==> config.mk <==
export PLATFORM = sky130hd
export DESIGN_NAME = pio_status_irq
export DESIGN_NICKNAME = d
export VERILOG_FILES = /design/src/rtl/pio_status_pkg.sv /design/src/rtl/pin_level_sync.sv /design/src/rtl/pio_status_irq.sv
export SDC_FILE = /design/constraint.sdc
export NUM_CORES = 1
export LEC_CHECK = 0
export BUFFER_PORTS_ARGS = -buffer_cell sky130_fd_sc_hd__buf_2
export CAP_MARGIN = 20
export CORE_ASPECT_RATIO = 1.25
export CORE_MARGIN = 2
export CORE_UTILIZATION = 35
export CTS_BUF_LIST = sky130_fd_sc_hd__clkbuf_16
export CTS_CLUSTER_SIZE = 20
export DETAILED_ROUTE_END_ITERATION = 16
export PLACE_DENSITY = 0.51
export SYNTH_ARGS = -nofsm -noshare
export SYNTH_HDL_FRONTEND = slang
export SYNTH_SLANG_ARGS = --single-unit
==> constraint.sdc <==
create_clock -name I_CLOCK -period 11.25 [get_ports I_CLOCK]
set_input_delay 1.125 -clock I_CLOCK [delete_from_list [all_inputs] [get_ports I_CLOCK]]
set_output_delay 1.125 -clock I_CLOCK [all_outputs]
set_load 0.02 [all_outputs]
==> src/rtl/pio_status_pkg.sv <==
package pio_status_pkg;

   // =========================================================
   // widths
   localparam int PIN_COUNT = 32;
   localparam int ADDR_W = 8;
   localparam int DATA_W = 32;

   // =========================================================
   // register offsets (byte addresses)
   localparam logic [ADDR_W-1:0] SET_OUTPUT_DATA_OFS = 8'h00;
   localparam logic [ADDR_W-1:0] CLEAR_OUTPUT_DATA_OFS = 8'h04;
   localparam logic [ADDR_W-1:0] OUTPUT_DATA_READBACK_OFS = 8'h08;
   localparam logic [ADDR_W-1:0] PIN_LEVEL_READBACK_OFS = 8'h0C;
   localparam logic [ADDR_W-1:0] CHANGE_IRQ_ENABLE_OFS = 8'h10;
   localparam logic [ADDR_W-1:0] CHANGE_IRQ_DISABLE_OFS = 8'h14;
   localparam logic [ADDR_W-1:0] CHANGE_IRQ_MASK_OFS = 8'h18;
   localparam logic [ADDR_W-1:0] CHANGE_STATUS_OFS = 8'h1C;

   // =========================================================
   // reset values
   localparam logic [DATA_W-1:0] OUTPUT_DATA_RST = 32'h0000_0000;
   localparam logic [DATA_W-1:0] CHANGE_IRQ_MASK_RST = 32'h0000_0000;
   localparam logic [DATA_W-1:0] CHANGE_STATUS_RST = 32'h0000_0000;
   localparam logic [DATA_W-1:0] READ_DATA_RST = 32'h0000_0000;
   localparam logic [DATA_W-1:0] UNMAPPED_READ = 32'h0000_0000;
   localparam logic [PIN_COUNT-1:0] PIN_LEVEL_RST = 32'h0000_0000;

   // =========================================================
   // carriers
   typedef struct packed {
      logic [ADDR_W-1:0] addr;
      logic [DATA_W-1:0] wdata;
      logic wr;
      logic rd;
   } bus_req_type;

   typedef struct packed {
      logic [PIN_COUNT-1:0] owned;
      logic [PIN_COUNT-1:0] is_output;
   } pin_ctrl_type;

   typedef struct packed {
      logic [PIN_COUNT-1:0] level;
      logic [PIN_COUNT-1:0] change;
   } pin_sense_type;

endpackage : pio_status_pkg
==> src/rtl/pin_level_sync.sv <==
`timescale 1ns/1ps
`default_nettype none

module pin_level_sync
   import pio_status_pkg::*;
(
   input wire logic i_clock,
   input wire logic i_rst,
   input wire logic [PIN_COUNT-1:0] i_pins,
   output pin_sense_type o_sense
);

   // =========================================================
   // three-stage capture, level accepted when stages 2 and 3 agree
   logic [PIN_COUNT-1:0] s1_q;
   logic [PIN_COUNT-1:0] s2_q;
   logic [PIN_COUNT-1:0] s3_q;
   logic [PIN_COUNT-1:0] level_q;
   logic [PIN_COUNT-1:0] change_q;
   logic [PIN_COUNT-1:0] primed_q;
   logic [2:0] fill_q;

   always_ff @(posedge i_clock or posedge i_rst) begin
      if (i_rst) begin
         s1_q <= PIN_LEVEL_RST;
         s2_q <= PIN_LEVEL_RST;
         s3_q <= PIN_LEVEL_RST;
      end else begin
         s1_q <= i_pins;
         s2_q <= s1_q;
         s3_q <= s2_q;
      end
   end

   // stages hold real pin samples only once fill_q is all ones
   always_ff @(posedge i_clock or posedge i_rst) begin
      if (i_rst) begin
         fill_q <= '0;
      end else begin
         fill_q <= {fill_q[1:0], 1'b1};
      end
   end

   genvar g;
   generate
      for (g = 0; g < PIN_COUNT; g++) begin : g_pin
         always_ff @(posedge i_clock or posedge i_rst) begin
            if (i_rst) begin
               level_q[g] <= PIN_LEVEL_RST[g];
               change_q[g] <= 1'b0;
               primed_q[g] <= 1'b0;
            end else begin
               change_q[g] <= 1'b0;
               // first settled sample after reset loads the level silently
               if (fill_q[2] && (s2_q[g] == s3_q[g])) begin
                  level_q[g] <= s3_q[g];
                  primed_q[g] <= 1'b1;
                  // both edge directions count
                  change_q[g] <= primed_q[g] && (s3_q[g] != level_q[g]);
               end
            end
         end
      end
   endgenerate

   assign o_sense.level = level_q;
   assign o_sense.change = change_q;

endmodule : pin_level_sync

`default_nettype wire

==> src/rtl/pio_status_irq.sv <==
`timescale 1ns/1ps
`default_nettype none

// Summary of operation
// - output readback returns last programmed values
// - pin driven only when owned and output
// - pin readback returns live pin level
// - pin readback valid for every pin once the sync stages have filled after reset
// - enable write of one sets mask
// - enable and disable ignore pin ownership
// - disable write clears mask, detection continues
// - mask readable, updated by writes, resets zero
// - record rising and falling level changes
// - detect changes on every pin, except the first settled sample after reset
// - status clears on read and reset
// - status bit shows change since last read
// - set write of one raises output value
// - clear write of one lowers output value
module pio_status_irq
   import pio_status_pkg::*;
(
   input wire logic I_CLOCK,
   input wire logic I_RST,
   input wire logic [ADDR_W-1:0] i_ADDR,
   input wire logic [DATA_W-1:0] i_WDATA,
   input wire logic i_WR,
   input wire logic i_RD,
   output logic [DATA_W-1:0] o_RDATA,
   input wire logic [PIN_COUNT-1:0] i_PIN_OWNED,
   input wire logic [PIN_COUNT-1:0] i_PIN_IS_OUTPUT,
   input wire logic [PIN_COUNT-1:0] i_PIN_IN,
   output logic [PIN_COUNT-1:0] o_PIN_OUT,
   output logic [PIN_COUNT-1:0] o_PIN_OE,
   output logic o_IRQ
);

   // =========================================================
   // carriers
   bus_req_type req;
   pin_ctrl_type ctrl;
   pin_sense_type sense;

   assign req.addr = i_ADDR;
   assign req.wdata = i_WDATA;
   assign req.wr = i_WR;
   assign req.rd = i_RD;
   assign ctrl.owned = i_PIN_OWNED;
   assign ctrl.is_output = i_PIN_IS_OUTPUT;

   // =========================================================
   // pin sensing, independent of ownership or direction
   pin_level_sync i_pin_level_sync (
      .i_clock(I_CLOCK),
      .i_rst(I_RST),
      .i_pins(i_PIN_IN),
      .o_sense(sense)
   );

   // =========================================================
   // write decode
   logic wr_set;
   logic wr_clr;
   logic wr_ien;
   logic wr_idis;
   logic rd_status;

   assign wr_set = req.wr && (req.addr == SET_OUTPUT_DATA_OFS);
   assign wr_clr = req.wr && (req.addr == CLEAR_OUTPUT_DATA_OFS);
   assign wr_ien = req.wr && (req.addr == CHANGE_IRQ_ENABLE_OFS);
   assign wr_idis = req.wr && (req.addr == CHANGE_IRQ_DISABLE_OFS);
   assign rd_status = req.rd && (req.addr == CHANGE_STATUS_OFS);

   // =========================================================
   // programmed output data
   logic [DATA_W-1:0] output_data_q;
   logic [DATA_W-1:0] output_data_d;

   always_comb begin
      output_data_d = output_data_q;
      if (wr_set) begin
         output_data_d = output_data_q | req.wdata;
      end
      if (wr_clr) begin
         output_data_d = output_data_q & ~req.wdata;
      end
   end

   always_ff @(posedge I_CLOCK or posedge I_RST) begin
      if (I_RST) begin
         output_data_q <= OUTPUT_DATA_RST;
      end else begin
         output_data_q <= output_data_d;
      end
   end

   // value is held always, driven only when owned and output
   assign o_PIN_OUT = output_data_q;
   assign o_PIN_OE = ctrl.owned & ctrl.is_output;

   // =========================================================
   // interrupt mask, no ownership term in the update
   logic [DATA_W-1:0] irq_mask_q;
   logic [DATA_W-1:0] irq_mask_d;

   always_comb begin
      irq_mask_d = irq_mask_q;
      if (wr_ien) begin
         irq_mask_d = irq_mask_q | req.wdata;
      end
      if (wr_idis) begin
         irq_mask_d = irq_mask_q & ~req.wdata;
      end
   end

   always_ff @(posedge I_CLOCK or posedge I_RST) begin
      if (I_RST) begin
         irq_mask_q <= CHANGE_IRQ_MASK_RST;
      end else begin
         irq_mask_q <= irq_mask_d;
      end
   end

   // =========================================================
   // change status, a change in the read cycle survives the clear
   logic [DATA_W-1:0] status_q;
   logic [DATA_W-1:0] status_d;

   always_comb begin
      status_d = status_q;
      if (rd_status) begin
         status_d = CHANGE_STATUS_RST;
      end
      status_d = status_d | sense.change;
   end

   always_ff @(posedge I_CLOCK or posedge I_RST) begin
      if (I_RST) begin
         status_q <= CHANGE_STATUS_RST;
      end else begin
         status_q <= status_d;
      end
   end

   // disabled pins still collect status, they just stay off the line
   assign o_IRQ = |(status_q & irq_mask_q);

   // =========================================================
   // read path, data valid only in the cycle after the strobe
   logic [DATA_W-1:0] rd_mux;
   logic [DATA_W-1:0] rdata_q;

   always_comb begin
      case (req.addr)
         OUTPUT_DATA_READBACK_OFS: rd_mux = output_data_q;
         PIN_LEVEL_READBACK_OFS: rd_mux = sense.level;
         CHANGE_IRQ_MASK_OFS: rd_mux = irq_mask_q;
         CHANGE_STATUS_OFS: rd_mux = status_q;
         default: rd_mux = UNMAPPED_READ;
      endcase
   end

   always_ff @(posedge I_CLOCK or posedge I_RST) begin
      if (I_RST) begin
         rdata_q <= READ_DATA_RST;
      end else if (req.rd) begin
         rdata_q <= rd_mux;
      end else begin
         rdata_q <= READ_DATA_RST;
      end
   end

   assign o_RDATA = rdata_q;
endmodule : pio_status_irq

`default_nettype wire

==> results.txt, run 1 <==
The number of enable flip-flop cells after synthesis came out at 0. The insertion delay of the later-clocked pin in the worst-skew pair is 530 ps. The number of nets in the synthesized netlist is 1,158. The run finished with clean final reports. The floorplan step defined a die boundary enclosing 38,500 sq um. The number of different library cells in the post-synthesis netlist is 31. The data required time at the worst endpoint came out at 10,130 ps. Following the worst setup path forward leads to its endpoint at o_IRQ. The number of buffers inserted during clock tree synthesis is 37. Tracing the worst setup path back leads to its startpoint at status_q[14]$_DFF_PP0_. The fraction of power consumed by the clock network is 0.442. The largest net degree at the start of global routing is 109.

The highest achievable clock rate came out at 0.297 GHz. The cell area that synthesis handed to floorplanning was 12,900 sq um. The most used flip-flop cell after synthesis is dfrtp_1. The number of setup buffers added after CTS came out at 0. Of the total power, combinational logic draws 0.082. Summed over all instances, the cell type with the most area after synthesis is dfrtp_1. The length in cells of the worst reg-to-reg path is 4. The congestion estimate from routability-driven global placement came to 0.749. The region available for standard cell placement spans 36,300 sq um. The internal power consumption is 2.04 mW. The global-route wire length before repair is 50.1 mm.

The number of standard-cell rows in the floorplan came out at 78. The final cell utilization of the core is 0.433. The relative max-transition margin came out at 0.371. The startpoint of the lowest-slack register-to-register path is i_pin_level_sync.fill_q[2]$_DFF_PP0_. The number of global-route vias before repair is 8,549. The total chip power is 2.70 mW.

By area the synthesized netlist is led by dfrtp_1, mux4_2, a21o_1. In the global route stage, overall resource usage came out at 0.170. In this run the critical register-to-register path is captured at i_pin_level_sync.o_sense[47]$_DFFE_PP0P_. VDD sags by at most 0.0000839 V. For this run, design rule violations remaining after detail routing come to 0. The number of vias after detailed routing is 8,847. The initial antenna violation count came out at 3. The diode insertion count for antenna repair came out at 0.

The area growth from synthesis to layout is 21.6%. The total cell area at the placement stage came out at 14,500 sq um. For this run, the detailed router's first-pass iteration total came to 5. After synthesis, the most frequently instantiated cells are dfrtp_1, a21oi_1, a21o_1, and3_1, nand2b_1. The cell with the most instances after synthesis is dfrtp_1. The flop and latch count out of synthesis is 323. Setup repair after global routing left no endpoint under its margin.

The worst register-to-register path has a setup slack of 9310 ps. The top-area cell type share of the netlist area came out at 0.625. The count of final hold-check violations came to 0.

The height of the die came out at 219 um. The post-route fraction of the period consumed by the critical path is 0.300. The final non-filler cell area came out at 15,700 sq um. Summed over all cells, the static leakage comes to 7.50 nW. The clock-pin transition on the worst setup and hold timing paths is 60 ps. The routed via count divided by cell count is 5.04. The post-layout net count came out at 1,389. The remaining number of nets flagged by the antenna check after routing is 0. In the final layout, the share of cells above drive strength 1 is 0.264.

The power density of the placed cells is 172 nW/um^2. The relative contribution of sequential cells to total power is 0.476. Across the run, the number of max-cap violations was 0. The root buffer selected by CTS is clkbuf_16.

The first-iteration detailed-routing DRC count came out at 637. The number of cells produced by synthesis came out at 1,018. STA classifies the critical path startpoint as a flip-flop.

Summed over all nets, the half-perimeter wirelength after detailed placement is 21.7 mm. The synthesized area per cell is 12.7 sq um. The number of hold-repair buffers added at the cts stage came out at 0. The time the worst path needs with I/O delays and setup came out at 3370 ps. The max-slew violation count came to 0. Of the total power, the share spent switching nets is 0.243. The post-cts sizing count came out at 0. The switching power is 0.656 mW. In this run the worst path has a maximum fanout of 3. The remaining global-route overflow came out at 0. The die width came out at 176 um. The critical path is of the reg2out type. The initial core utilization came out at 0.356.

The Yosys warning count is 0. STA classifies the critical path endpoint as an output pin. No sink is reached through more buffers than the 3 on the longest clock path. The count of input and output buffers is 236.

The overall routed net length came out at 32.5 mm. The clock tree skew after final layout came out at 14.1 ps. The arrival time at the worst endpoint is 2250 ps. The type of the most critical hold path is reg2reg. The clock sink count came out at 323. Dividing the detail-routed wire length by the instance count gives 18.5 um. The H-tree was split into 2 levels. In the synthesized netlist the async set-or-reset flop fraction comes to 1.00. The transition time of the tightest slew-check pin is 943 ps. The setup violation total in the final timing report came out at 0. 237 I/O pins were placed.

TritonCTS built the clock tree. The part of the Yosys area used for sequential elements is 0.625. The total negative setup slack came out at 0 ps.
## power by group through the flow
stage	Combinational [mW]	Clock (mW)	Sequential, mW
floorplan	0.150	0	1.29
global placement	0.220	0	1.31
detailed placement	0.225	0	1.31
CTS	0.225	1.23	1.29
global route	0.247	1.28	1.29
finish	0.221	1.19	1.28
## worst max-delay path, stage by stage (launching register included)
cell,delay [ps]
dfrtp_1,400
a22oi_1,360
nand4_1,120
or4_1,630
buf_2,210
## layer usage
metal | wire, um | vias to the layer above | global-route usage
met5 | 50 | - | 0
met4 | 893 | 6 | 0.0584
met3 | 1650 | 65 | 0.0317
met2 | 16300 | 239 | 0.290
met1 | 13600 | 4433 | 0.219
li1 | - | 4104 | -
## per-stage QoR
stage,hold slack [ps],std cells,worst slack [ps]
finish,345,1757,7880
global route,352,1757,7520
CTS,348,1757,7850
detailed placement,336,1690,7320
global placement,332,1690,7330
floorplan,331,1018,1180
## how the worst min path moves through the flow
stage                                    startpoint                                    to  slack, ps  depth (start not counted)
3_3_place_gp   i_pin_level_sync.fill_q[0]$_DFF_PP0_  i_pin_level_sync.fill_q[1]$_DFF_PP0_        330                          0
4_1_cts        i_pin_level_sync.fill_q[0]$_DFF_PP0_  i_pin_level_sync.fill_q[1]$_DFF_PP0_        350                          0
3_5_place_dp   i_pin_level_sync.fill_q[0]$_DFF_PP0_  i_pin_level_sync.fill_q[1]$_DFF_PP0_        340                          0
5_1_grt          i_pin_level_sync.s1_q[0]$_DFF_PP0_    i_pin_level_sync.s2_q[0]$_DFF_PP0_        350                          0
6_report         i_pin_level_sync.s1_q[3]$_DFF_PP0_    i_pin_level_sync.s2_q[3]$_DFF_PP0_        350                          0
2_1_floorplan  i_pin_level_sync.fill_q[0]$_DFF_PP0_  i_pin_level_sync.fill_q[1]$_DFF_PP0_        330                          0
## cell families after synthesis
| group | synth area share |
|---|---|
| DFF | 0.625 |
| and+or+nand+nor | 0.117 |
| AOI/OAI and AO/OA | 0.117 |
| buffers and inverters | 0.0357 |
| muxes | 0.0828 |
| xor gates and xnor gates | 0.0217 |
| other | 0.000290 |
## layout by cell type (no fill, tap or decap), drive strengths merged
master	n
nand2b	63
conb	1
a22oi	16
nand3	33
or4	1
nor4bb	1
clkbuf	39
nor4	1
nand4	5
nand2	32
or3b	1
dfrtp	323
buf	248
xnor2	32
bufinv	4
a21o	64
nand3b	1
and2	33
and4bb	1
a31oi	62
nor2	32
inv	40
clkinv	17
mux2i	33
mux4	32
nor4b	1
and3	63
a21oi	65
clkinvlp	1
nor3	1
o22ai	31
## layout make-up
type                    instances  area [sq um]
multi-input cells             605          4410
clock buffers                  39           976
well taps                     480           601
flip-flops and latches        323          8090
clock inverters                28           230
inverters                      34           135
repair buffers                248          1270
fillers                      3427         20600
No activity file was read; power rests on OpenSTA's default activity.
==> inputs of run 2 (changes only) <==
--- a/config.mk
+++ b/config.mk
@@ -5,6 +5,7 @@
 export SDC_FILE = /design/constraint.sdc
 export NUM_CORES = 1
 export LEC_CHECK = 0
+export ABC_AREA = 1
 export BUFFER_PORTS_ARGS = -buffer_cell sky130_fd_sc_hd__buf_2
 export CAP_MARGIN = 20
 export CORE_ASPECT_RATIO = 1.25
@@ -13,7 +14,7 @@
 export CTS_BUF_LIST = sky130_fd_sc_hd__clkbuf_16
 export CTS_CLUSTER_SIZE = 20
 export DETAILED_ROUTE_END_ITERATION = 16
-export PLACE_DENSITY = 0.51
+export PLACE_DENSITY = 0.53
 export SYNTH_ARGS = -nofsm -noshare
 export SYNTH_HDL_FRONTEND = slang
 export SYNTH_SLANG_ARGS = --single-unit
==> constraint.sdc (replaced) <==
create_clock -name I_CLOCK -period 2.7 [get_ports I_CLOCK]
set_input_delay 0.27 -clock I_CLOCK [delete_from_list [all_inputs] [get_ports I_CLOCK]]
set_output_delay 0.27 -clock I_CLOCK [all_outputs]
set_load 0.02 [all_outputs]
==> results.txt, run 2 <==
The type of the most critical hold path is in2reg. Clock latency on the worst-skew pair, taken at its later pin, is 510 ps. After layout, the design draws a total of 10.5 mW. The worst pin sits at a relative slew slack of 0.411.

The routed via count divided by cell count came out at 4.58. The number of different library cells in the post-synthesis netlist is 27. The transition time of the tightest slew-check pin is 883 ps. In the layout the commonest cells are dfrtp_1, nand2_1, inv_1, buf_2, nand3_1. The length in cells of the worst reg-to-reg path came out at 5. The clock tree buffer depth is 3. The complex-gate fraction of the synthesized area is 0.104.

The share of synthesized area in the top cell type comes to 0.595. The top cell type by total area after synthesis is dfrtp_1. Of all flip-flops after synthesis, the portion carrying an async set or reset was 1.00.

237 I/O pins were placed. The cell with the largest stage delay on the worst path is dfrtp_1. Of the available clock period, the critical path in the final layout requires 0.750.

The initial antenna violation count came out at 1. The hold-critical path depth is 4. The total negative setup slack came out at 0 ps.

The area used by multi-input combinational logic came out at 4080 sq um. dfrtp_1 is the most common cell in the netlist. Prior to clock tree synthesis, the placed netlist has a worst setup slack of 745 ps. The xor and xnor fraction of the mapped netlist area came out at 0. The setup violation total in the final timing report came out at 0. The arrival time at the worst endpoint came out at 1760 ps. Leaving out filler cells and counting taps, the final layout contains 2,281. The number of nets handed over by synthesis was 1,627. The count of input and output buffers is 236. Setup repair after global routing left no endpoint under its margin.

The final routed DRC violation total came out at 0. Buffers inserted during clock tree synthesis total 35. The CTS tree is done. For this design the ratio of total power to cell area is 629 nW/um^2. The final non-filler cell area is 16,700 sq um. The data required time at the worst endpoint came out at 2430 ps. The overall routed net length came out at 34.5 mm. The commonest cells after synthesis are dfrtp_1, nand2_1, inv_1, nand3_1, nor2_1. The mapped netlist covers 13,600 sq um. In this run, synthesis inferred 0 flip-flops with an integrated enable. The floorplan step set the die width to 180 um. The diode insertion count for antenna repair is 0. The max-slew violation count came out at 0. The critical path launch point type is a flip-flop.

The static leakage came out at 9.08 nW. The highest achievable clock rate is 0.494 GHz. The post-synthesis share of cell area spent on full adders, half adders and majority gates is 0. The max-cap check violation count came out at 0. A synthesized cell averages 9.14 sq um.

The detailed-router iteration count before antenna repair came out at 5. The first-iteration detailed-routing DRC count is 548. The proportion of layout cells with a drive suffix above 1 came out at 0.196. The largest net degree at the start of global routing came out at 106. The setup path with the least slack is of type reg2out. The deepest level of the CTS H-tree is 2. The clock tree skew after final layout is 14.5 ps. By instance count, the cell type seen most on the critical path is nand2_1. After synthesis the netlist holds a flip-flop and latch count of 323. The part of the Yosys area used for sequential elements came out at 0.595. The fraction of synthesized area in multiplexers came out at 0. The worst-case hold slack is 42.7 ps. The number of vias after detailed routing is 10,400.

After synthesis, the cell types taking the most area are dfrtp_1, nand2_1, inv_1. The maximum vdd ir drop came out at 0.000387 V. The flow ran to the end, and the final reports show no timing, DRC or antenna violations. The initial core utilization came out at 0.355. The count of final hold-check violations came out at 0. The number of cells produced by synthesis came out at 1,487.

The final setup slack of the worst path came out at 674 ps. The placed cell count came out at 2,189. The number of setup buffers added after CTS came out at 0. The detailed placement HPWL is 22.9 mm.

The final cell utilization of the core came out at 0.436. The net count of the finished layout is 1,907. The core area is 38,200 sq um. The number of standard-cell rows in the floorplan is 80. The smallest clock period supported by the final layout is computed as 2030 ps. The clock sink count came out at 323. Leaving out fill and tap cells, the most frequent cell in the layout is dfrtp_1. In this run the remaining antenna-violating nets after routing total 0.

The critical path's largest stage delay is 410 ps. The routability congestion estimate is 0.753. Traced cell by cell, the critical path runs through nand2_1 > nand2_1 > nor2_1 > nand2_1 > nor2_1 > nand2_1 > buf_2. Along the worst path, the maximum fanout reaches 3.

By area, the combinational part of the netlist is dominated by simple AND/OR/NAND/NOR gates. The worst setup path is captured at an output pin. The die is 224 um tall. The global routing usage summed across all routing layers is 0.171. The final routed wire length divided by cell count is 15.1 um. Clock-pin slew was measured on the worst setup and hold paths at 60 ps.

The cell sitting at the root of the clock tree is a clkbuf_16. The die covers 40,400 sq um. The area of all sequential standard cells is 8080 sq um. The growth of design area from synthesis to finish is 22.6%. The final-layout fill cell count is 3,801. The setup slack of the worst register-to-register path is 1320 ps. The global-route wire length before repair is 55.2 mm. The Yosys warning count is 0. Summing all placed instances gives a cell area of 15,300 sq um. The number of global-route vias before repair is 10,300. The simple logic cell fraction of the synthesized area came out at 0.195. The remaining global-route overflow came out at 0. In the synthesized netlist the dominant register cell turns out to be dfrtp_1.
[run 2: cell count changes in the layout (fill, tap and decap cells not counted), moves of 62 or more]
cell and delta:
a21o_1 -64, a31oi_1 -62, and3_1 -63, inv_1 +240, nand2_1 +287, nand2b_1 -63
nand3_1 +99, nor2_1 +74, o21ai_0 +105
[run 2: final timing paths]
| check | from | endpoint |
|---|---|---|
| worst max register to register | i_pin_level_sync.fill_q[2]$_DFF_PP0_ | i_pin_level_sync.o_sense[10]$_DFF_PP0_ |
| max in group asynchronous | I_RST | i_pin_level_sync.s2_q[4]$_DFF_PP0_ |
| min in group asynchronous | I_RST | o_RDATA[30]$_DFF_PP0_ |
| worst min register to register | i_pin_level_sync.s1_q[23]$_DFF_PP0_ | i_pin_level_sync.s2_q[23]$_DFF_PP0_ |
| worst max-delay path | status_q[24]$_DFF_PP0_ | o_IRQ |
| worst min-delay path | i_WDATA[24] | flip-flop |
[run 2: cell type report]
| type | instances | area share |
|---|---|---|
| flip-flops and latches | 323 | 0.485 |
| multi-input cells | 834 | 0.245 |
| repair buffers | 297 | 0.109 |
| inverters | 276 | 0.0624 |
| clock buffers | 37 | 0.0556 |
| well taps | 492 | 0.0370 |
| clock inverters | 22 | 0.00556 |
[run 2: repair_timing]
item / CTS / global route
hold endpoints to repair: 48 / 0
hold buffers: 33 / 0
gates resized for setup: 0 / 0
[run 2: worst max-delay path: cells and delay by family, from the launching register on]
family / cells / cell delay (ps)
and+or+nand+nor: 6 / 660
DFF: 1 / 410
buffers and inverters: 1 / 180
[run 2: where the power goes]
group	switching, mW	internal [mW]
sequential	0.190	5.09
clock	1.89	2.45
combinational	0.523	0.325
[run 2: cell families (layout without fill, tap and decap cells)]
kind of cell	count (synthesis)	in the layout
buffers and inverters	330	632
AO/OA/AOI/OAI	233	233
other	1	1
AND/OR/NAND/NOR	600	600
flip-flops	323	323
[run 2: per-layer routing]
layer | wire [um] | GRT usage | vias to the layer above
met5 | 13 | 0 | -
met4 | 616 | 0.0453 | 2
met3 | 1530 | 0.0287 | 45
met2 | 16900 | 0.293 | 213
met1 | 15500 | 0.224 | 4965
li1 | - | - | 5221
